### src/common/bau_regs.vh
// Register map, field positions, opcodes and reset values of the byte arithmetic unit
`ifndef BAU_REGS_VH
`define BAU_REGS_VH

`define BAU_OFS_CTRL       8'h00
`define BAU_OFS_OPERAND    8'h04
`define BAU_OFS_WREG       8'h08
`define BAU_OFS_FLAGS      8'h0C
`define BAU_OFS_MULOP      8'h10
`define BAU_OFS_MULRH      8'h14
`define BAU_OFS_MEMRES     8'h18
`define BAU_OFS_STATUS     8'h1C

`define BAU_FLG_ZERO       0
`define BAU_FLG_CARRY      1
`define BAU_FLG_NIBBLE     2
`define BAU_FLG_SIGNED     3

`define BAU_STS_MEM_DST    0
`define BAU_STS_OP_OK      1

`define BAU_RST_BYTE       8'h00
`define BAU_RST_WORD       32'h0000_0000
`define BAU_RST_OP         5'h00

`define BAU_OP_ADD_AI      5'h01
`define BAU_OP_ADD_AM      5'h02
`define BAU_OP_ADD_MA      5'h03
`define BAU_OP_ADDC_AM     5'h04
`define BAU_OP_ADDC_MA     5'h05
`define BAU_OP_ADDC_A      5'h06
`define BAU_OP_ADDC_M      5'h07
`define BAU_OP_NADD_AM     5'h08
`define BAU_OP_NADD_MA     5'h09
`define BAU_OP_SUB_AI      5'h0A
`define BAU_OP_SUB_AM      5'h0B
`define BAU_OP_SUB_MA      5'h0C
`define BAU_OP_SUBC_AM     5'h0D
`define BAU_OP_SUBC_MA     5'h0E
`define BAU_OP_SUBC_A      5'h0F
`define BAU_OP_SUBC_M      5'h10
`define BAU_OP_INC_M       5'h11
`define BAU_OP_DEC_M       5'h12
`define BAU_OP_CLR_M       5'h13
`define BAU_OP_MUL         5'h14

`endif

### src/hw/bau_core.v
// Byte arithmetic unit with flags, multiplier and Avalon-MM register slave
//
// Implementation choices: the register offsets and the Avalon-MM slave port.
`timescale 1ns/1ps
`default_nettype none
`include "bau_regs.vh"

module bau_core (
    input  wire        sys_clk,
    input  wire        arst_n,
    input  wire        clk_en,
    input  wire [7:0]  avs_address,
    input  wire        avs_read,
    input  wire        avs_write,
    input  wire [31:0] avs_writedata,
    input  wire [3:0]  avs_byteenable,
    output reg  [31:0] avs_readdata,
    output reg         avs_waitrequest,
    output reg  [7:0]  mem_wr_data,
    output reg         mem_wr_stb
);

    reg  [7:0]  working_register_reg;
    reg  [7:0]  operand_reg;
    reg  [7:0]  mulop_reg;
    reg  [7:0]  mulrh_reg;
    reg  [7:0]  memres_reg;
    reg  [4:0]  last_op_reg;
    reg         zero_flag_reg;
    reg         carry_flag_reg;
    reg         nibble_spill_flag_reg;
    reg         signed_range_flag_reg;
    reg         mem_dst_reg;
    reg         op_ok_reg;

    reg  [7:0]  x_op;
    reg  [7:0]  y_raw;
    reg         sub_mode;
    reg         cin_bit;
    reg         dst_mem;
    reg         arith_op;
    reg         clr_op;
    reg         mul_op;
    reg         op_ok;
    reg  [31:0] rd_mux;

    wire        bus_take;
    wire        wr_take;
    wire        lane0;
    wire        ctrl_exec;
    wire [4:0]  op_code;
    wire [7:0]  y_eff;
    wire        cin_eff;
    wire [8:0]  sum9;
    wire [4:0]  low5;
    wire [7:0]  res;
    wire        res_ovf;
    wire [15:0] prod;

    // Access completes on the edge that sees waitrequest low
    assign bus_take  = (avs_read | avs_write) & ~avs_waitrequest;
    assign wr_take   = clk_en & avs_write & ~avs_waitrequest;
    assign lane0     = avs_byteenable[0];
    assign ctrl_exec = wr_take & lane0 & (avs_address == `BAU_OFS_CTRL);
    assign op_code   = avs_writedata[4:0];

    // Operand decode per opcode
    always @* begin
        x_op     = working_register_reg;
        y_raw    = operand_reg;
        sub_mode = 1'b0;
        cin_bit  = 1'b0;
        dst_mem  = 1'b0;
        arith_op = 1'b0;
        clr_op   = 1'b0;
        mul_op   = 1'b0;
        op_ok    = 1'b1;
        case (op_code)
            `BAU_OP_ADD_AI: begin
                arith_op = 1'b1;
            end
            `BAU_OP_ADD_AM: begin
                arith_op = 1'b1;
            end
            `BAU_OP_ADD_MA: begin
                arith_op = 1'b1;
                dst_mem  = 1'b1;
            end
            `BAU_OP_ADDC_AM: begin
                arith_op = 1'b1;
                cin_bit  = carry_flag_reg;
            end
            `BAU_OP_ADDC_MA: begin
                arith_op = 1'b1;
                cin_bit  = carry_flag_reg;
                dst_mem  = 1'b1;
            end
            `BAU_OP_ADDC_A: begin
                arith_op = 1'b1;
                y_raw    = `BAU_RST_BYTE;
                cin_bit  = carry_flag_reg;
            end
            `BAU_OP_ADDC_M: begin
                arith_op = 1'b1;
                x_op     = operand_reg;
                y_raw    = `BAU_RST_BYTE;
                cin_bit  = carry_flag_reg;
                dst_mem  = 1'b1;
            end
            `BAU_OP_NADD_AM: begin
                arith_op = 1'b1;
                sub_mode = 1'b1;
                x_op     = operand_reg;
                y_raw    = working_register_reg;
            end
            `BAU_OP_NADD_MA: begin
                arith_op = 1'b1;
                sub_mode = 1'b1;
                dst_mem  = 1'b1;
            end
            `BAU_OP_SUB_AI: begin
                arith_op = 1'b1;
                sub_mode = 1'b1;
            end
            `BAU_OP_SUB_AM: begin
                arith_op = 1'b1;
                sub_mode = 1'b1;
            end
            `BAU_OP_SUB_MA: begin
                arith_op = 1'b1;
                sub_mode = 1'b1;
                x_op     = operand_reg;
                y_raw    = working_register_reg;
                dst_mem  = 1'b1;
            end
            `BAU_OP_SUBC_AM: begin
                arith_op = 1'b1;
                sub_mode = 1'b1;
                cin_bit  = carry_flag_reg;
            end
            `BAU_OP_SUBC_MA: begin
                arith_op = 1'b1;
                sub_mode = 1'b1;
                x_op     = operand_reg;
                y_raw    = working_register_reg;
                cin_bit  = carry_flag_reg;
                dst_mem  = 1'b1;
            end
            `BAU_OP_SUBC_A: begin
                arith_op = 1'b1;
                sub_mode = 1'b1;
                y_raw    = `BAU_RST_BYTE;
                cin_bit  = carry_flag_reg;
            end
            `BAU_OP_SUBC_M: begin
                arith_op = 1'b1;
                sub_mode = 1'b1;
                x_op     = operand_reg;
                y_raw    = `BAU_RST_BYTE;
                cin_bit  = carry_flag_reg;
                dst_mem  = 1'b1;
            end
            `BAU_OP_INC_M: begin
                arith_op = 1'b1;
                x_op     = operand_reg;
                y_raw    = `BAU_RST_BYTE;
                cin_bit  = 1'b1;
                dst_mem  = 1'b1;
            end
            `BAU_OP_DEC_M: begin
                arith_op = 1'b1;
                sub_mode = 1'b1;
                x_op     = operand_reg;
                y_raw    = `BAU_RST_BYTE;
                cin_bit  = 1'b1;
                dst_mem  = 1'b1;
            end
            `BAU_OP_CLR_M: begin
                clr_op   = 1'b1;
                dst_mem  = 1'b1;
            end
            `BAU_OP_MUL: begin
                mul_op   = 1'b1;
            end
            default: begin
                op_ok    = 1'b0;
            end
        endcase
    end

    // Subtract as x plus inverted y with inverted borrow in
    assign y_eff   = sub_mode ? ~y_raw : y_raw;
    assign cin_eff = sub_mode ? ~cin_bit : cin_bit;
    assign sum9    = {1'b0, x_op} + {1'b0, y_eff} + {8'h00, cin_eff};
    assign low5    = {1'b0, x_op[3:0]} + {1'b0, y_eff[3:0]} + {4'h0, cin_eff};
    assign res     = sum9[7:0];
    assign res_ovf = (x_op[7] == y_eff[7]) & (res[7] != x_op[7]);
    assign prod    = working_register_reg * mulop_reg;

    // Read data selection
    always @* begin
        rd_mux = `BAU_RST_WORD;
        case (avs_address)
            `BAU_OFS_CTRL: begin
                rd_mux[4:0] = last_op_reg;
            end
            `BAU_OFS_OPERAND: begin
                rd_mux[7:0] = operand_reg;
            end
            `BAU_OFS_WREG: begin
                rd_mux[7:0] = working_register_reg;
            end
            `BAU_OFS_FLAGS: begin
                rd_mux[`BAU_FLG_ZERO]   = zero_flag_reg;
                rd_mux[`BAU_FLG_CARRY]  = carry_flag_reg;
                rd_mux[`BAU_FLG_NIBBLE] = nibble_spill_flag_reg;
                rd_mux[`BAU_FLG_SIGNED] = signed_range_flag_reg;
            end
            `BAU_OFS_MULOP: begin
                rd_mux[7:0] = mulop_reg;
            end
            `BAU_OFS_MULRH: begin
                rd_mux[7:0] = mulrh_reg;
            end
            `BAU_OFS_MEMRES: begin
                rd_mux[7:0] = memres_reg;
            end
            `BAU_OFS_STATUS: begin
                rd_mux[`BAU_STS_MEM_DST] = mem_dst_reg;
                rd_mux[`BAU_STS_OP_OK]   = op_ok_reg;
            end
            default: begin
                rd_mux = `BAU_RST_WORD;
            end
        endcase
    end

    // Bus handshake: one wait cycle, then a single ready cycle
    always @(posedge sys_clk or negedge arst_n) begin
        if (!arst_n) begin
            avs_waitrequest <= 1'b1;
            avs_readdata    <= `BAU_RST_WORD;
        end else if (clk_en) begin
            if (bus_take || !(avs_read || avs_write)) begin
                avs_waitrequest <= 1'b1;
            end else begin
                avs_waitrequest <= 1'b0;
                if (avs_read) begin
                    avs_readdata <= rd_mux;
                end
            end
        end
    end

    // Register writes and operation execution
    always @(posedge sys_clk or negedge arst_n) begin
        if (!arst_n) begin
            working_register_reg  <= `BAU_RST_BYTE;
            operand_reg           <= `BAU_RST_BYTE;
            mulop_reg             <= `BAU_RST_BYTE;
            mulrh_reg             <= `BAU_RST_BYTE;
            memres_reg            <= `BAU_RST_BYTE;
            last_op_reg           <= `BAU_RST_OP;
            zero_flag_reg         <= 1'b0;
            carry_flag_reg        <= 1'b0;
            nibble_spill_flag_reg <= 1'b0;
            signed_range_flag_reg <= 1'b0;
            mem_dst_reg           <= 1'b0;
            op_ok_reg             <= 1'b0;
            mem_wr_data           <= `BAU_RST_BYTE;
            mem_wr_stb            <= 1'b0;
        end else if (clk_en) begin
            mem_wr_stb <= 1'b0;
            if (wr_take && lane0) begin
                case (avs_address)
                    `BAU_OFS_OPERAND: begin
                        operand_reg <= avs_writedata[7:0];
                    end
                    `BAU_OFS_WREG: begin
                        working_register_reg <= avs_writedata[7:0];
                    end
                    `BAU_OFS_FLAGS: begin
                        zero_flag_reg         <= avs_writedata[`BAU_FLG_ZERO];
                        carry_flag_reg        <= avs_writedata[`BAU_FLG_CARRY];
                        nibble_spill_flag_reg <= avs_writedata[`BAU_FLG_NIBBLE];
                        signed_range_flag_reg <= avs_writedata[`BAU_FLG_SIGNED];
                    end
                    `BAU_OFS_MULOP: begin
                        mulop_reg <= avs_writedata[7:0];
                    end
                    default: begin
                        mulop_reg <= mulop_reg;
                    end
                endcase
            end
            if (ctrl_exec) begin
                last_op_reg <= op_code;
                op_ok_reg   <= op_ok;
                mem_dst_reg <= dst_mem;
                if (arith_op) begin
                    zero_flag_reg         <= (res == `BAU_RST_BYTE);
                    carry_flag_reg        <= sub_mode ? ~sum9[8] : sum9[8];
                    nibble_spill_flag_reg <= sub_mode ? ~low5[4] : low5[4];
                    signed_range_flag_reg <= res_ovf;
                    if (dst_mem) begin
                        memres_reg  <= res;
                        mem_wr_data <= res;
                        mem_wr_stb  <= 1'b1;
                    end else begin
                        working_register_reg <= res;
                    end
                end
                if (clr_op) begin
                    memres_reg  <= `BAU_RST_BYTE;
                    mem_wr_data <= `BAU_RST_BYTE;
                    mem_wr_stb  <= 1'b1;
                end
                if (mul_op) begin
                    working_register_reg <= prod[7:0];
                    mulrh_reg            <= prod[15:8];
                end
            end
        end
    end

endmodule
`default_nettype wire

### config.mk
export PLATFORM = sky130hd
export DESIGN_NAME = bau_core
export DESIGN_NICKNAME = d
export VERILOG_FILES = /design/src/hw/bau_core.v
export VERILOG_INCLUDE_DIRS = /design/src /design/src/common
export SDC_FILE = /design/constraint.sdc
export NUM_CORES = 1
export LEC_CHECK = 0
export BUFFER_PORTS_ARGS = -buffer_cell sky130_fd_sc_hd__buf_4
export CORE_MARGIN = 2
export CORE_UTILIZATION = 41
export DETAILED_ROUTE_END_ITERATION = 7
export PLACE_DENSITY = 0.66
export SYNTH_ARGS = -nofsm -noshare
export SYNTH_HDL_FRONTEND = slang
export SYNTH_SLANG_ARGS = --single-unit
### constraint.sdc
create_clock -name sys_clk -period 5 [get_ports sys_clk]
set_input_delay 0.25 -clock sys_clk [delete_from_list [all_inputs] [get_ports sys_clk]]
set_output_delay 0.25 -clock sys_clk [all_outputs]
set_load 0.05 [all_outputs]
==> flow_metrics.env, run 1 <==
export IMPL_status="finished, violations left"
export IMPL_violations="hold timing"
export IMPL_cts_sinks=61
export IMPL_netlist_area_leader_share_pct=24.10
export IMPL_drt_wl_total_um=16400
export IMPL_postRouteAntennaNets=0
export IMPL_post_cts_buffers=0
export IMPL_crit_arrival_ns=4.74
export IMPL_core_area_um2=15030
export IMPL_crit_required_ns=5.19
export IMPL_path_delay_family="adder cells"
export IMPL_synth_ff_type="dfrtp_1"
export IMPL_ys_seq_area_share_pct=24.52
export IMPL_syn_avg_cell_area_um2=9.002
export IMPL_clockBufferDepth=2
export IMPL_die_width_um=127.3
export IMPL_rsz0062_at_grt="false"
export IMPL_final_setup_viol_count=0
export IMPL_cpMaxStageDelayCell="fa_1"
export IMPL_dr_pass1_iters=7
export IMPL_drc=0
export IMPL_rows=45
export IMPL_ios=91
export IMPL_startpoint_type="register"
export IMPL_vias_per_cell=5.605
export IMPL_numPortBuffers=39
export IMPL_cts_resized_gates=0
export IMPL_via_count=5140
export IMPL_cts_tree="done"
export IMPL_htree_levels=3
export IMPL_path_clk_slew_ns=0.06
export IMPL_dp_hpwl_um=12530
export IMPL_worst_slack_ns=0.4449
export IMPL_cp_num_buf_inv=5
export IMPL_initial_core_util_pct=41.44
export IMPL_critical_path_cell_chain="and2_1 > fa_1 > inv_1 > fa_1 > inv_1 > fa_1 > inv_1 > fa_1 > inv_1 > ha_1 > o21ai_0 > a21oi_1 > o41ai_1 > buf_4 > o21ai_0 > xnor2_1 > o21ai_0"
export IMPL_ys_warn_count=0
export IMPL_grt_first_pass_wirelength_um=26360
export IMPL_grt_usage_pct=20.82
export IMPL_power_density_nw_per_um2=195.9
export IMPL_synth_edff_count=0
export IMPL_clk_latency_ns=0.33
export IMPL_fin_worst_skew_ns=0.004813
export IMPL_crit_type="reg2reg"
export IMPL_grt_pass1_vias=4865
export IMPL_max_slew_margin_pct=23.89
export IMPL_pre_cts_ws_ns=0.4796
export IMPL_setup_tns_ns=0
export IMPL_async_flop_share_pct=100.0
export IMPL_routabilityCongestion=0.9139
export IMPL_leakagePower_nw=3.361
export IMPL_maxSlewViolCount=0
export IMPL_drt_iter0_drc=544
export IMPL_drive_gt1_share_pct=16.32
export IMPL_synth_most_common_cell="nand2_1"
export IMPL_synthCells=692
export IMPL_die_height_um=127.3
export IMPL_syn_area_um2=6230
export IMPL_synth_area_leaders="dfrtp_1 (24%), fa_1 (12%), ha_1 (8.6%), nand2_1 (5.2%), and2_1 (4.7%)"
export IMPL_hold_slack_ns=-0.01177
export IMPL_nNetsFinal=854
export IMPL_drv_cap=0
export IMPL_fin_crit_ns=4.555
export IMPL_antennaDiodeCount=0
export IMPL_cts_root_buffer="clkbuf_16"
export IMPL_synth_commonest_cells="nand2_1 (86), inv_1 (64), dfrtp_1 (60)"
export IMPL_synthDistinctLibCells=72
export IMPL_avgRoutedWirePerCell_um=17.89
export IMPL_fmax_ghz=0.2195
export IMPL_die_area_um2=16200
export IMPL_grt_overflow=0
export IMPL_ctsHoldBuffers=0
export IMPL_worstMarginPinSlew_ns=1.134
export IMPL_cp_slowest_stage_delay_ns=0.55
export IMPL_grt_max_degree=62
export IMPL_synth_seq_cells=61
export IMPL_post_route_period_util_pct=91.10
export IMPL_hold_class="in2async"
export IMPL_hold_viol_final=12
export IMPL_irDropWorstVdd_mv=0.1847
export IMPL_antenna_found_initial=0
export IMPL_numCtsBuffers=9
export IMPL_syn2layout_area_growth_pct=11.13
export IMPL_synth_top_area_cell="dfrtp_1"
export IMPL_crit_path_end_kind="register"
export IMPL_critPathMaxFanout=6
==> per-stage QoR <==
stage          utilization, %  area, um2  hold WS [ns]  power, mW  std cells
3_5_place_dp            44.06       6624        0.3812     0.7363        901
3_3_place_gp            44.06       6624        0.3832     0.7347        901
5_1_grt                 46.05       6923       0.06406      1.398        917
2_1_floorplan               -       6316      -0.04559     0.6831        715
6_report                46.05       6923      -0.01177      1.356        917
4_1_cts                 46.05       6923       0.03383      1.361        917
==> cell type report <==
cell class / instances / area, um2
Fill cell: 1461 / 8110
Sequential cell: 61 / 1528
Clock buffer: 9 / 225.2
Inverter: 66 / 247.7
Tap cell: 188 / 235.2
Multi-Input combinational cell: 530 / 4193
Timing Repair Buffer: 56 / 420.4
Clock inverter: 7 / 73.82
==> layer usage <==
layer / track usage (%) / up-vias / routed length [um]
met5: 0 / - / 0
li1: - / 2380 / -
met3: 3.224 / 24 / 1294
met1: 29.32 / 2509 / 7224
met2: 33.97 / 227 / 7624
met4: 4.783 / 0 / 257
==> cells in the final DEF (no fill, tap or decap), drive strengths merged, types with 4 or more instances in the layout <==
cell type	count
o21a	6
and2	48
a211oi	5
nand2b	10
o31ai	9
a22oi	14
nor2	32
conb	24
mux4	6
xnor2	6
nand2	87
clkbuf	9
clkinv	5
nor2b	10
o221a	4
a21o	6
a22o	4
fa	38
inv	66
buf	56
xor2	19
a31oi	8
a21oi	23
dfrtp	60
nor3	8
nand3	6
mux2	21
ha	43
o21ai	40
mux2i	8
==> path summary, 6_finish.rpt <==
path,start,end,slack (ns),cells after the start
max in group asynchronous,arst_n,mulop_reg[0],4.47,1
setup reg to reg,mulop_reg[2],mulrh_reg[7],0.44,17
hold / removal,arst_n,mem_wr_stb,-0.01,1
setup / recovery,mulop_reg[2],mulrh_reg[7],0.44,17
hold reg to reg,avs_readdata[2],avs_readdata[2],0.47,2
min in group sys_clk,avs_read,avs_waitrequest,0.18,3
==> worst register-to-register path: stages (launching register included) <==
cell,delay (ns)
dfrtp_1,0.49
and2_1,0.24
fa_1,0.55
inv_1,0.06
fa_1,0.53
inv_1,0.05
fa_1,0.47
inv_1,0.05
fa_1,0.53
inv_1,0.04
ha_1,0.34
o21ai_0,0.09
a21oi_1,0.09
o41ai_1,0.35
buf_4,0.18
o21ai_0,0.10
xnor2_1,0.16
o21ai_0,0.09
==> power breakdown <==
| part | total [mW] | internal (mW) | switching (mW) |
|---|---|---|---|
| Clock | 0.626 | 0.387 | 0.239 |
| Combinational | 0.224 | 0.0648 | 0.159 |
| Sequential | 0.507 | 0.500 | 0.00688 |
| Total | 1.36 | 0.952 | 0.404 |
==> logic make-up (layout without fill, tap and decap cells) <==
family | count (synthesis) | in the layout | share of synthesized area, %
muxes | 35 | 35 | 7.512
buffers and inverters | 124 | 138 | 9.560
DFF | 61 | 61 | 24.52
adders and majority gates | 81 | 81 | 20.85
and+or+nand+nor | 218 | 218 | 17.96
xor gates and xnor gates | 25 | 25 | 3.515
AOI/OAI and AO/OA | 147 | 147 | 16.03
other | 1 | 24 | 0.06020
(Power assumes the default switching activity.)
==> inputs of run 2 (changes only) <==
--- a/config.mk
+++ b/config.mk
@@ -8,9 +8,9 @@
 export LEC_CHECK = 0
 export BUFFER_PORTS_ARGS = -buffer_cell sky130_fd_sc_hd__buf_4
 export CORE_MARGIN = 2
-export CORE_UTILIZATION = 41
+export CORE_UTILIZATION = 35
 export DETAILED_ROUTE_END_ITERATION = 7
-export PLACE_DENSITY = 0.66
+export PLACE_DENSITY = 0.59
 export SYNTH_ARGS = -nofsm -noshare
 export SYNTH_HDL_FRONTEND = slang
 export SYNTH_SLANG_ARGS = --single-unit
==> flow_metrics.env, run 2 (synthesis gave the netlist of run 1 again) <==
export IMPL_status="finished, violations left"
export IMPL_violations="hold timing"
export IMPL_avgRoutedWirePerCell_um=17.45
export IMPL_worstMarginPinSlew_ns=1.198
export IMPL_initial_core_util_pct=35.89
export IMPL_critPathMaxFanout=5
export IMPL_cts_tree="done"
export IMPL_htree_levels=3
export IMPL_numPortBuffers=39
export IMPL_hold_slack_ns=-0.02566
export IMPL_r2r_end="mulrh_reg[7]"
export IMPL_drc=0
export IMPL_r2r_cells=17
export IMPL_layout_common_cells="nand2_1 (86), inv_1 (64), dfrtp_1 (60)"
export IMPL_core_area_um2=17360
export IMPL_max_slew_margin_pct=19.61
export IMPL_post_route_period_util_pct=90.76
export IMPL_die_width_um=137.4
export IMPL_postRouteAntennaNets=0
export IMPL_antenna_found_initial=0
export IMPL_r2r_start="mulop_reg[2]"
export IMPL_via_count=4964
export IMPL_dr_pass1_iters=5
export IMPL_nFillCells=1704
export IMPL_drt_wl_total_um=16560
export IMPL_grt_usage_pct=18.32
export IMPL_grt_first_pass_wirelength_um=26190
export IMPL_final_util_pct=40.07
export IMPL_irDropWorstVdd_mv=0.1551
export IMPL_cts_resized_gates=0
export IMPL_vias_per_cell=5.231
export IMPL_final_setup_viol_count=0
export IMPL_syn2layout_area_growth_pct=11.65
export IMPL_power_density_nw_per_um2=201.9
export IMPL_seq_area_um2=1528
export IMPL_setup_tns_ns=0
export IMPL_drv_cap=0
export IMPL_clockBufferDepth=2
export IMPL_leakagePower_nw=3.340
export IMPL_antennaDiodeCount=0
export IMPL_drive_gt1_share_pct=15.75
export IMPL_crit_required_ns=5.20
export IMPL_crit_type="reg2reg"
export IMPL_ios=91
export IMPL_routabilityCongestion=0.8932
export IMPL_hold_viol_final=14
export IMPL_post_cts_buffers=0
export IMPL_multi_input_area_um2=4193
export IMPL_hold_class="in2async"
export IMPL_pre_cts_ws_ns=0.4984
export IMPL_clk_latency_ns=0.34
export IMPL_maxSlewViolCount=0
export IMPL_reg2reg_slack_ns=0.46
export IMPL_crit_path_end_kind="register"
export IMPL_dp_hpwl_um=12610
export IMPL_ctsHoldBuffers=0
export IMPL_rows=48
export IMPL_grt_pass1_vias=4637
export IMPL_crit_arrival_ns=4.74
export IMPL_grt_overflow=0
export IMPL_cts_root_buffer="clkbuf_16"
export IMPL_cts_sinks=61
export IMPL_drt_iter0_drc=383
export IMPL_die_height_um=137.4
export IMPL_path_clk_slew_ns=0.06
export IMPL_nNetsFinal=849
export IMPL_fin_worst_skew_ns=0.008995
export IMPL_startpoint_type="register"
export IMPL_rsz0062_at_grt="false"
export IMPL_final_common_cell="nand2_1"
export IMPL_fmax_ghz=0.2204
export IMPL_worst_slack_ns=0.4620
export IMPL_fin_crit_ns=4.538
export IMPL_numCtsBuffers=9
export IMPL_grt_max_degree=62
export IMPL_die_area_um2=18880
[run 2: worst max path at each step]
| stage | from | endpoint | slack [ns] | depth (start not counted) |
|---|---|---|---|---|
| finish | mulop_reg[2] | mulrh_reg[7] | 0.46 | 17 |
| global route | mulop_reg[2] | mulrh_reg[7] | 0.17 | 16 |
| CTS | mulop_reg[2] | mulrh_reg[7] | 0.48 | 17 |
| detailed placement | mulop_reg[2] | mulrh_reg[7] | 0.50 | 17 |
| global placement | mulop_reg[2] | mulrh_reg[7] | 0.52 | 17 |
| floorplan | working_register_reg[5] | mulrh_reg[7] | 0.61 | 17 |
[run 2: routing by layer]
| metal | track usage (%) | wire length [um] | vias up |
|---|---|---|---|
| met1 | 26.29 | 7891 | 2431 |
| met5 | 0 | 0 | - |
| met4 | 2.463 | 155 | 0 |
| met3 | 3.274 | 846 | 14 |
| met2 | 29.55 | 7665 | 140 |
| li1 | - | - | 2379 |
[run 2: through the flow]
| step | hold WS, ns | area (um2) | instances | total power [mW] |
|---|---|---|---|---|
| after floorplan | -0.04559 | 6316 | 715 | 0.6831 |
| after global placement | 0.3974 | 6633 | 933 | 0.7374 |
| after detailed placement | 0.3907 | 6633 | 933 | 0.7388 |
| after CTS | 0.03347 | 6955 | 949 | 1.416 |
| after global routing | 0.06618 | 6955 | 949 | 1.456 |
| final | -0.02566 | 6955 | 949 | 1.404 |
[run 2: power by group]
group | internal [mW] | switching [mW]
registers | 0.500 | 0.00850
logic | 0.0648 | 0.157
clock network | 0.437 | 0.236
[run 2: critical path, cell delays in order (launching register included)]
cell and delay, ns:
dfrtp_1 0.47, and2_1 0.23, fa_1 0.55, inv_1 0.06, fa_1 0.53, inv_1 0.05, fa_1 0.47, inv_1 0.05
fa_1 0.52, inv_1 0.04, ha_1 0.33, o21ai_0 0.10, a21oi_1 0.10, o41ai_1 0.36, buf_4 0.19, o21ai_0 0.10
xnor2_1 0.16, o21ai_0 0.08
[run 2: area by class of cell]
type                            instances  area share [%]
Clock inverter                          7           1.403
Sequential cell                        61           21.96
Tap cell                              225           4.047
Inverter                               66           3.562
Timing Repair Buffer                   51           5.505
Clock buffer                            9           3.238
Multi-Input combinational cell        530           60.28
